### config.mk
export PLATFORM = sky130hd
export DESIGN_NAME = status_record_framer
export DESIGN_NICKNAME = d
export VERILOG_FILES = /design/src/include/status_record_pkg.sv /design/src/rtl/status_record_framer.sv
export SDC_FILE = /design/constraint.sdc
export NUM_CORES = 2
export LEC_CHECK = 0
export CORE_AREA = 2 2 302 304
export CTS_CLUSTER_SIZE = 20
export DETAILED_ROUTE_END_ITERATION = 7
export DIE_AREA = 0 0 304 306
export DONT_BUFFER_PORTS = 1
export PLACE_DENSITY = 0.62
export RECOVER_POWER = 25
export SLEW_MARGIN = 20
export SYNTH_ARGS = -nofsm -noshare
export SYNTH_HDL_FRONTEND = slang
export SYNTH_SLANG_ARGS = --single-unit
### constraint.sdc
create_clock -name clk_i -period 10.8 [get_ports clk_i]
set_input_delay 2.16 -clock clk_i [delete_from_list [all_inputs] [get_ports clk_i]]
set_output_delay 2.16 -clock clk_i [all_outputs]
set_load 0.02 [all_outputs]
### src/include/status_record_pkg.sv
// types and constants shared by the status record framer
package status_record_pkg;

    localparam logic [4:0]  HDR_LEN    = 5'h04;
    localparam logic [4:0]  GEN_LEN    = 5'h18;
    localparam logic [4:0]  PLANE_LEN  = 5'h08;
    localparam logic [4:0]  AXIS_LEN   = 5'h1c;

    localparam logic [2:0]  BLK_HDR    = 3'h0;
    localparam logic [2:0]  BLK_GEN    = 3'h1;
    localparam logic [2:0]  BLK_S      = 3'h2;
    localparam logic [2:0]  BLK_T      = 3'h3;
    localparam logic [2:0]  BLK_A      = 3'h4;
    localparam logic [2:0]  BLK_B      = 3'h5;

    localparam logic [15:0] HDR_MARK   = 16'h8000;
    localparam int          HDR_BIT_I  = 10;
    localparam int          HDR_BIT_T  = 9;
    localparam int          HDR_BIT_S  = 8;
    localparam int          HDR_BIT_B  = 1;
    localparam int          HDR_BIT_A  = 0;

    // bit 0 of a selection is the general block, order follows BLK_*
    typedef struct packed {
        logic b;
        logic a;
        logic t;
        logic s;
        logic i;
    } blk_sel_t;

    typedef struct packed {
        logic     no_arg;
        blk_sel_t sel;
    } query_t;

    typedef struct packed {
        logic program_running;
        logic awaiting_input;
        logic trace_on;
        logic echo_on;
    } gen_status_t;

    typedef struct packed {
        logic latch_occurred;
        logic latch_state;
        logic fwd_limit;
        logic rev_limit;
        logic home_input;
        logic stepper_select_jumper;
    } switch_t;

    // declared from bit 15 down to bit 0
    typedef struct packed {
        logic move_in_progress;
        logic abs_or_rel_mode;
        logic absolute_move_mode;
        logic edge_search;
        logic homing_sequence;
        logic homing_phase1_done;
        logic homing_phase2_or_index_search;
        logic coordinated_mode;
        logic negative_direction;
        logic contour_mode;
        logic slewing;
        logic stopping;
        logic final_decel;
        logic latch_armed;
        logic off_on_error_armed;
        logic motor_off;
    } axis_status_t;

    typedef struct packed {
        logic move_in_progress;
        logic slewing;
        logic stopping;
        logic final_decel;
    } plane_status_t;

    typedef struct packed {
        logic [15:0]     sample;
        logic [9:0][7:0] inputs;
        logic [9:0][7:0] outputs;
        logic [7:0]      error_code;
        gen_status_t     status;
    } gen_blk_t;

    typedef struct packed {
        logic [15:0]        segments;
        plane_status_t      status;
        logic signed [31:0] distance;
    } plane_blk_t;

    typedef struct packed {
        axis_status_t       status;
        switch_t            switches;
        logic [7:0]         stop_code;
        logic signed [31:0] ref_pos;
        logic signed [31:0] motor_pos;
        logic signed [31:0] pos_err;
        logic signed [31:0] aux_pos;
        logic signed [31:0] velocity;
        logic signed [15:0] torque;
        logic signed [15:0] analog;
    } axis_blk_t;

    typedef struct packed {
        gen_blk_t   gen;
        plane_blk_t s;
        plane_blk_t t;
        axis_blk_t  a;
        axis_blk_t  b;
    } record_t;

    typedef enum logic {
        IDLE = 1'b0,
        SEND = 1'b1
    } phase_t;

endpackage

### src/rtl/status_record_framer.sv
// status record framer: serialises a selected status snapshot as bytes
`timescale 1ns/1ns
`default_nettype none

module status_record_framer (
    input  wire logic                       clk_i,
    input  wire logic                       rst_n_i,
    input  wire logic                       query_valid_i,
    input  wire status_record_pkg::query_t  query_i,
    input  wire logic [1:0]                 axes_present_i,
    input  wire status_record_pkg::record_t record_i,
    input  wire logic                       byte_ready_i,
    output logic                            byte_valid_o,
    output logic [7:0]                      byte_o,
    output logic                            byte_last_o,
    output logic [15:0]                     record_len_o
);

    typedef struct packed {
        status_record_pkg::phase_t   phase;
        status_record_pkg::blk_sel_t sel;
        logic [2:0]                  blk;
        logic [4:0]                  off;
        logic [15:0]                 len;
        status_record_pkg::record_t  snap;
        logic                        valid;
        logic                        last;
        logic [7:0]                  data;
    } state_t;

    state_t st;
    state_t next_st;

    function automatic logic [4:0] blk_len(input logic [2:0] blk);
        case (blk)
            status_record_pkg::BLK_HDR: blk_len = status_record_pkg::HDR_LEN;
            status_record_pkg::BLK_GEN: blk_len = status_record_pkg::GEN_LEN;
            status_record_pkg::BLK_S,
            status_record_pkg::BLK_T: blk_len = status_record_pkg::PLANE_LEN;
            default: blk_len = status_record_pkg::AXIS_LEN;
        endcase
    endfunction

    function automatic logic [15:0] rec_len(
        input status_record_pkg::blk_sel_t sel
    );
        logic [15:0] n;
        n = 16'(status_record_pkg::HDR_LEN);
        for (int k = 1; k <= 5; k++)
        begin
            if (sel[k-1])
            begin
                n = n + 16'(blk_len(3'(k)));
            end
        end
        return n;
    endfunction

    // returns BLK_HDR when no later block is selected
    function automatic logic [2:0] next_blk(
        input status_record_pkg::blk_sel_t sel,
        input logic [2:0]                  blk
    );
        logic [2:0] r;
        r = status_record_pkg::BLK_HDR;
        for (int k = 5; k >= 1; k--)
        begin
            if (sel[k-1] && 3'(k) > blk)
            begin
                r = 3'(k);
            end
        end
        return r;
    endfunction

    function automatic logic [15:0] hdr_word(
        input status_record_pkg::blk_sel_t sel
    );
        logic [15:0] w;
        w = status_record_pkg::HDR_MARK;
        w[status_record_pkg::HDR_BIT_I] = sel.i;
        w[status_record_pkg::HDR_BIT_T] = sel.t;
        w[status_record_pkg::HDR_BIT_S] = sel.s;
        w[status_record_pkg::HDR_BIT_B] = sel.b;
        w[status_record_pkg::HDR_BIT_A] = sel.a;
        return w;
    endfunction

    // every multi-byte field leaves low byte first, like the header
    function automatic logic [223:0] blk_image(
        input status_record_pkg::record_t  r,
        input status_record_pkg::blk_sel_t sel,
        input logic [15:0]                 len,
        input logic [2:0]                  blk
    );
        status_record_pkg::plane_blk_t p;
        status_record_pkg::axis_blk_t  a;
        logic [223:0]                  v;
        p = (blk == status_record_pkg::BLK_T) ? r.t : r.s;
        a = (blk == status_record_pkg::BLK_B) ? r.b : r.a;
        case (blk)
            status_record_pkg::BLK_HDR:
                v = {192'h0, len, hdr_word(sel)};
            status_record_pkg::BLK_GEN:
                v = {32'h0, r.gen.status.program_running, 4'h0,
                     r.gen.status.awaiting_input, r.gen.status.trace_on,
                     r.gen.status.echo_on, r.gen.error_code,
                     r.gen.outputs, r.gen.inputs,
                     r.gen.sample};
            status_record_pkg::BLK_S,
            status_record_pkg::BLK_T:
                v = {160'h0, p.distance, p.status.move_in_progress, 9'h0,
                     p.status.slewing, p.status.stopping,
                     p.status.final_decel, 3'h0, p.segments};
            default:
                v = {a.analog, a.torque, a.velocity, a.aux_pos,
                     a.pos_err, a.motor_pos, a.ref_pos, a.stop_code,
                     a.switches.latch_occurred, a.switches.latch_state,
                     2'h0, a.switches.fwd_limit, a.switches.rev_limit,
                     a.switches.home_input,
                     a.switches.stepper_select_jumper,
                     a.status};
        endcase
        return v;
    endfunction

    function automatic logic is_final(
        input status_record_pkg::blk_sel_t sel,
        input logic [2:0]                  blk,
        input logic [4:0]                  off
    );
        return (off + 5'h01 == blk_len(blk)) &&
               (next_blk(sel, blk) == status_record_pkg::BLK_HDR);
    endfunction

    logic                        accept;
    logic                        hs;
    status_record_pkg::blk_sel_t qsel;
    logic [223:0]                image;

    assign accept = (st.phase == status_record_pkg::IDLE) && query_valid_i;
    assign hs     = st.valid && byte_ready_i;

    always_comb
    begin
        next_st = st;
        qsel    = query_i.no_arg ? 5'h1f : query_i.sel;
        qsel.a  = qsel.a & axes_present_i[0];
        qsel.b  = qsel.b & axes_present_i[1];
        case (st.phase)
            status_record_pkg::IDLE:
            begin
                // the snapshot keeps every field of one record coherent
                if (query_valid_i)
                begin
                    next_st.phase = status_record_pkg::SEND;
                    next_st.sel   = qsel;
                    next_st.len   = rec_len(qsel);
                    next_st.snap  = record_i;
                    next_st.blk   = status_record_pkg::BLK_HDR;
                    next_st.off   = 5'h00;
                    next_st.valid = 1'b1;
                    next_st.last  = 1'b0;
                end
            end
            status_record_pkg::SEND:
            begin
                if (hs && st.last)
                begin
                    next_st.phase = status_record_pkg::IDLE;
                    next_st.valid = 1'b0;
                    next_st.last  = 1'b0;
                end
                else if (hs)
                begin
                    if (st.off + 5'h01 == blk_len(st.blk))
                    begin
                        next_st.blk = next_blk(st.sel, st.blk);
                        next_st.off = 5'h00;
                    end
                    else
                    begin
                        next_st.off = st.off + 5'h01;
                    end
                    next_st.last = is_final(st.sel, next_st.blk,
                                            next_st.off);
                end
            end
            default:
            begin
                next_st.phase = status_record_pkg::IDLE;
                next_st.valid = 1'b0;
            end
        endcase
        image        = blk_image(next_st.snap, next_st.sel, next_st.len,
                                 next_st.blk);
        next_st.data = image[{next_st.off, 3'b000} +: 8];
    end

    always_ff @(posedge clk_i)
    begin
        if (!rst_n_i)
        begin
            st <= '0;
        end
        else
        begin
            st <= next_st;
        end
    end

    assign byte_valid_o = st.valid;
    assign byte_o       = st.data;
    assign byte_last_o  = st.last;
    assign record_len_o = st.len;

    // helper count of bytes taken in the current record
    logic [7:0] sent;

    always_ff @(posedge clk_i)
    begin
        if (!rst_n_i || accept)
        begin
            sent <= 8'h00;
        end
        else if (hs)
        begin
            sent <= sent + 8'h01;
        end
    end
endmodule

`default_nettype wire

=== Yosys cells after proc, flatten, opt, wreduce, memory -nomap -nowiden ===
Index checks and enable logic that the tools add are counted.

* Reduce and logical (&&, ||, !) cells: 22
* Mux-type cells: 73
* $lt $le $gt $ge: 10
* Add/subtract/negate cells: 7
* Equal/unequal tests: 15
* Shifts and indexed selects: 1
* Bitwise gates (word level): 3

{| class="wikitable"
|+ Operators by type and width
! operator !! count
|-
| two-way mux 768 bit || 1
|-
| two-way mux 752 bit || 1
|-
| case mux 224 bit (3 select lines) || 1
|-
| variable part select 224 x 9 -> 8 bit || 1
|-
| two-way mux 222 bit || 1
|-
| two-way mux 16 bit || 12
|-
| two-way mux 5 bit || 27
|-
| adder 16 x 5 -> 16 bit || 4
|-
| two-way mux 52 bit || 1
|-
| two-way mux 3 bit || 17
|-
| case mux 5 bit (3 select lines) || 2
|-
| equality test 3 x 2 -> 1 bit, second input constant || 6
|-
| two-way mux 8 bit || 2
|-
| case mux 8 bit (2 select lines) || 1
|-
| logical AND 1 bit || 13
|-
| greater-than comparator 2 x 3 -> 1 bit, first input constant || 4
|-
| greater-than comparator 3 bit, first input constant || 4
|-
| logical NOT 3 bit || 4
|-
| adder 5 x 1 -> 5 bit, second input constant || 2
|-
| equality test 5 bit || 2
|-
| equality test 3 x 1 -> 1 bit, second input constant || 3
|-
| adder 3 x 5 -> 6 bit, first input constant || 1
|-
| greater-than comparator 1 x 3 -> 1 bit, first input constant || 2
|-
| two-way mux 6 bit || 1
|-
| other kinds (11) || 18
|}

* Word-level logic and storage cells: 241
* Output and inout port bits: 26
* Register bits: 776
* Input port bits: 748

=== Logic depth before layout (Yosys ltp) ===
* Depth after elaboration: 28
* Gate-level depth with buffers: 19
* Mapped depth without buffers: 16

=== Worst setup path after synthesis ===
No wires, ideal clock.

* Path kind: input-to-reg
* Start: input byte_ready_i
* End: register st, in the netlist byte_o[5]
* Buffers on the path: 1
* Slack: 5838 ps
* Arrival time: 4833 ps
* Stages on the path: 13
* Cell sequence: and3b_1 -> nand2_1 -> or3b_1 -> a21o_1 -> o21a_1 -> a21oi_4 -> buf_6 -> mux2i_1 -> o22ai_1 -> or4_1 -> a211oi_1 -> o32a_1 -> o32ai_2

* Longest elaborated chain between the ends: 8

{| class="wikitable"
|+ Ends and longest elaborated chain
! item !! RTL line !! text
|-
| from (decl) || status_record_framer.sv:12 || <nowiki>input wire logic byte_ready_i,</nowiki>
|-
| logical AND 1 bit * || status_record_framer.sv:142 || <nowiki>assign hs = st.valid && byte_ready_i;</nowiki>
|-
| two-way mux 8 bit or logical AND 1 bit (tied branches) || status_record_framer.sv:174, status_record_framer.sv:168 ||
|-
| two-way mux 8 bit * || status_record_framer.sv:168 || <nowiki>if (hs && st.last)</nowiki>
|-
| case mux 8 bit (2 select lines) * || status_record_framer.sv:150 || <nowiki>case (st.phase)</nowiki>
|-
| equality test 3 bit (tied with other cells) || status_record_framer.sv:100 || <nowiki>a = (blk == status_record_pkg::BLK_B) ? r.b : r.a;</nowiki>
|-
| two-way mux 222 bit (tied with other cells) || status_record_framer.sv:100 ||
|-
| case mux 224 bit (3 select lines) || status_record_framer.sv:101 || <nowiki>case (blk)</nowiki>
|-
| variable part select 224 x 9 -> 8 bit * || status_record_framer.sv:197 || <nowiki>next_st.data = image[{next_st.off, 3'b000} +: 8];</nowiki>
|-
| to (signal assigned) || status_record_framer.sv:208 || <nowiki>st <= next_st;</nowiki>
|-
| to (decl) || status_record_framer.sv:31 || <nowiki>state_t st;</nowiki>
|}

Every way passes the cells marked *; elsewhere a longest branch is shown, timed or not.
A chain may end at the register's enable or synchronous reset.

=== Final worst setup path ===
* Start: input query_valid_i
* End: register st, in the netlist byte_o[3]

* Longest elaborated chain between the ends: 6

{| class="wikitable"
|+ Ends and longest elaborated chain
! item !! RTL line !! text
|-
| from (decl) || status_record_framer.sv:8 || <nowiki>input wire logic query_valid_i,</nowiki>
|-
| two-way mux 768 bit * || status_record_framer.sv:154 || <nowiki>if (query_valid_i)</nowiki>
|-
| case mux 8 bit (2 select lines) || status_record_framer.sv:150 ||
|-
| equality test 3 bit (tied with other cells) || status_record_framer.sv:100 ||
|-
| two-way mux 222 bit (tied with other cells) || status_record_framer.sv:100 ||
|-
| case mux 224 bit (3 select lines) || status_record_framer.sv:101 ||
|-
| variable part select 224 x 9 -> 8 bit * || status_record_framer.sv:197 ||
|}

Every way passes the cells marked *; elsewhere a longest branch is shown, timed or not. The select of a mux whose other input is x is not followed.

==> flow_metrics.py <==
metrics = {
    "status": {
        "outcome": "finished with violations",
        "violations": "max-capacitance violations, max-slew violations",
    },
    "synth": {
        "avgSynthCellArea_um2": 7.76,
        "ys_types": 97,
        "syn_nets": 5328,
        "synth-seq-cells": 776,
        "synthArstFlopShare_pct": 0,
        "ys_warn_count": 0,
        "synthFlopType": "dfxtp_1",
        "syn_inst": 4571,
        "ys_seq_area_share_pct": 43.8,
        "syn-cell-area_mm2": 0.0355,
        "synth_enable_flop_cells": 0,
    },
    "setup_path": {
        "r2r_cells": 9,
        "rrSetupSlack_ps": 3610,
        "arrival_ps": 8330,
        "worstSetupEndpoint": "byte_o[3]",
        "crit_type": "in2reg",
        "crit_start": "query_valid_i",
        "crit_required_ps": 11430,
        "reg2reg_to": "byte_o[3]",
        "crit_path_end_kind": "flip-flop",
        "worstReg2RegStart": "st[775]",
        "cp_max_fo": 84,
        "cp-start-kind": "input pin",
    },
    "routing": {
        "wirelength_mm": 166,
        "drc": 0,
        "drt_iter0_markers": 4403,
        "wl_per_cell_um": 29.6,
        "firstDrtPassIters": 6,
        "vias_per_cell": 6.00,
        "vias": 33500,
        "ant_nets": 0,
    },
    "cts": {
        "cts_made_buffers": 88,
        "cts_resized": 0,
        "clk_latency_ps": 700,
        "cts_tree": "built",
        "clk_path_buf_depth": 3,
        "ctsHoldBuffers": 0,
        "htree_levels": 3,
        "clock-root-buffer": "clkbuf_16",
        "clkSinkCount": 776,
        "cts_setup_buffers": 0,
        "clk_pin_slew_ps": 60,
    },
    "placement": {
        "post-place-ws_ps": 3670,
        "dp_hpwl_mm": 119,
        "io_buffers": 0,
        "gp_congestion": 0.970,
    },
    "timing": {
        "fin_skew_ps": 28.9,
        "relSlewSlack_pct": -213,
        "hold_slack_ps": 453,
        "drv_slew": 264,
        "finalCritPeriodShare_pct": 71.3,
        "worstMarginPinSlew_ps": 4690,
        "final.min_clock_period_ps": 7700,
        "hold_viol_final": 0,
        "clock.fmax_mhz": 130,
        "tns_ps": 0,
        "fin_ws_ps": 3100,
        "setup_viol": 0,
        "rsz0062_at_grt": "no",
    },
    "final_layout": {
        "multi_input_area_mm2": 0.0182,
        "drive_gt1_share_pct": 5.84,
        "nFillCells": 9207,
        "area_growth_pct": 9.56,
        "regArea_mm2": 0.0155,
        "utilization_pct": 43.4,
        "final_nets": 5057,
        "final_cell_mix": "1263 x nand2_1, 776 x dfxtp_1, 585 x a21oi_1, 376 x nor2_1, 299 x mux2i_1",
        "final_common_cell": "nand2_1",
    },
    "run": {
        "max_cap_viol_count": 2,
    },
    "power": {
        "power.density_mw_per_mm2": 180,
        "p_leak_uw": 0.0140,
        "ir_worst_vdd_mv": 0.138,
        "total_power_uw": 6980,
    },
    "floorplanning": {
        "start_util_pct": 39.6,
        "num_rows": 110,
        "io_pins": 774,
        "die_area_mm2": 0.0930,
        "die_width_um": 304,
        "die_h_um": 306,
        "core-area_mm2": 0.0896,
    },
    "global_route": {
        "grt_pass1_wl_mm": 230,
        "grt_overflow_total": 0,
        "antenna_found_initial": 48,
        "grt_max_degree": 206,
        "grt_use_total_pct": 33.9,
        "first_global_vias": 31400,
    },
    "hold_path": {
        "hold_path_class": "reg2reg",
    },
}
[logic make-up after synthesis]
kind of cell,Yosys count,share of synthesized area (%)
simple gates,1898,21.7
xor+xnor,16,0.508
compound gates,1139,19.4
buf+inv,417,5.24
flops,776,43.8
fa+ha+maj,9,0.318
mux,316,8.98
[flip-flops by register name, indices dropped and copies added (netlist names)]
| signal | flops |
|---|---|
| byte_valid_o | 1 |
| st | 750 |
| record_len_o | 16 |
| byte_o | 8 |
| byte_last_o | 1 |
[worst max-delay path: stages]
cell and delay, ps:
nand2b_1 920, clkbuf_1 2380, buf_4 1000, nand2_1 170, a31oi_1 310, a21oi_1 110
o311a_1 360, o41ai_1 590, o311a_1 280
[Yosys cell counts (8+ instances only)]
cell | count | area (µm²)
nand2_1 | 1265 | 4750
dfxtp_1 | 776 | 15500
a21oi_1 | 587 | 2940
nor2_1 | 378 | 1420
mux2i_1 | 299 | 2990
clkbuf_1 | 254 | 953
o21ai_0 | 139 | 696
a31oi_1 | 84 | 526
buf_2 | 80 | 400
nor3_1 | 69 | 345
nand3_1 | 59 | 295
o22ai_1 | 42 | 263
a211oi_1 | 38 | 285
o211ai_1 | 36 | 270
buf_4 | 35 | 263
buf_1 | 31 | 116
a221oi_1 | 25 | 219
o221ai_1 | 21 | 184
or3_1 | 20 | 125
and3_1 | 19 | 119
nor4_1 | 19 | 119
mux2_2 | 17 | 191
o31ai_1 | 15 | 113
o311ai_0 | 10 | 87.6
o32ai_1 | 10 | 87.6
or4_1 | 10 | 75.1
ha_1 | 9 | 113
nand2b_1 | 9 | 56.3
a311oi_1 | 8 | 70.1
buf_6 | 8 | 90.1
inv_1 | 8 | 30.0
o2111ai_1 | 8 | 70.1
[through the flow]
stage,cells,area [µm²]
6_report,5585,38800
5_1_grt,5579,38800
4_1_cts,5546,38800
3_5_place_dp,5386,35700
3_3_place_gp,5386,35700
2_1_floorplan,4571,35500
[where the power goes]
part | internal [µW] | switching [µW] | leakage [µW]
registers | 3030 | 93.3 | 0.00637
logic | 199 | 451 | 0.00612
clock network | 1900 | 1310 | 0.00151
total | 5120 | 1860 | 0.0140
[worst min path at each step]
stage,slack (ps),endpoint,from,cells past startpoint
2_1_floorplan,430,st[650],st[650],2
3_3_place_gp,440,st[232],st[232],2
3_5_place_dp,440,st[38],st[38],2
4_1_cts,450,st[38],st[38],2
5_1_grt,470,st[627],st[627],2
6_report,450,st[346],st[346],2
[per-layer routing]
layer / global-route usage, % / share of wire, % / up-vias
met5: 0 / 0.065 / -
met4: 18.0 / 5.5 / 16
met3: 9.19 / 8.8 / 383
met2: 55.4 / 47 / 1699
met1: 40.7 / 39 / 16100
li1: - / - / 15300
[cell type report]
| type | count | area share (%) |
|---|---|---|
| inverter | 9 | 0.106 |
| antenna | 39 | 0.251 |
| multi-input combinational | 3378 | 46.8 |
| timing repair buffer | 47 | 1.15 |
| clock buffer | 130 | 6.69 |
| sequential | 776 | 40.0 |
| tap | 1176 | 3.79 |
| clock inverter | 30 | 1.26 |
Note: power is estimated with default switching activity, not from simulation.
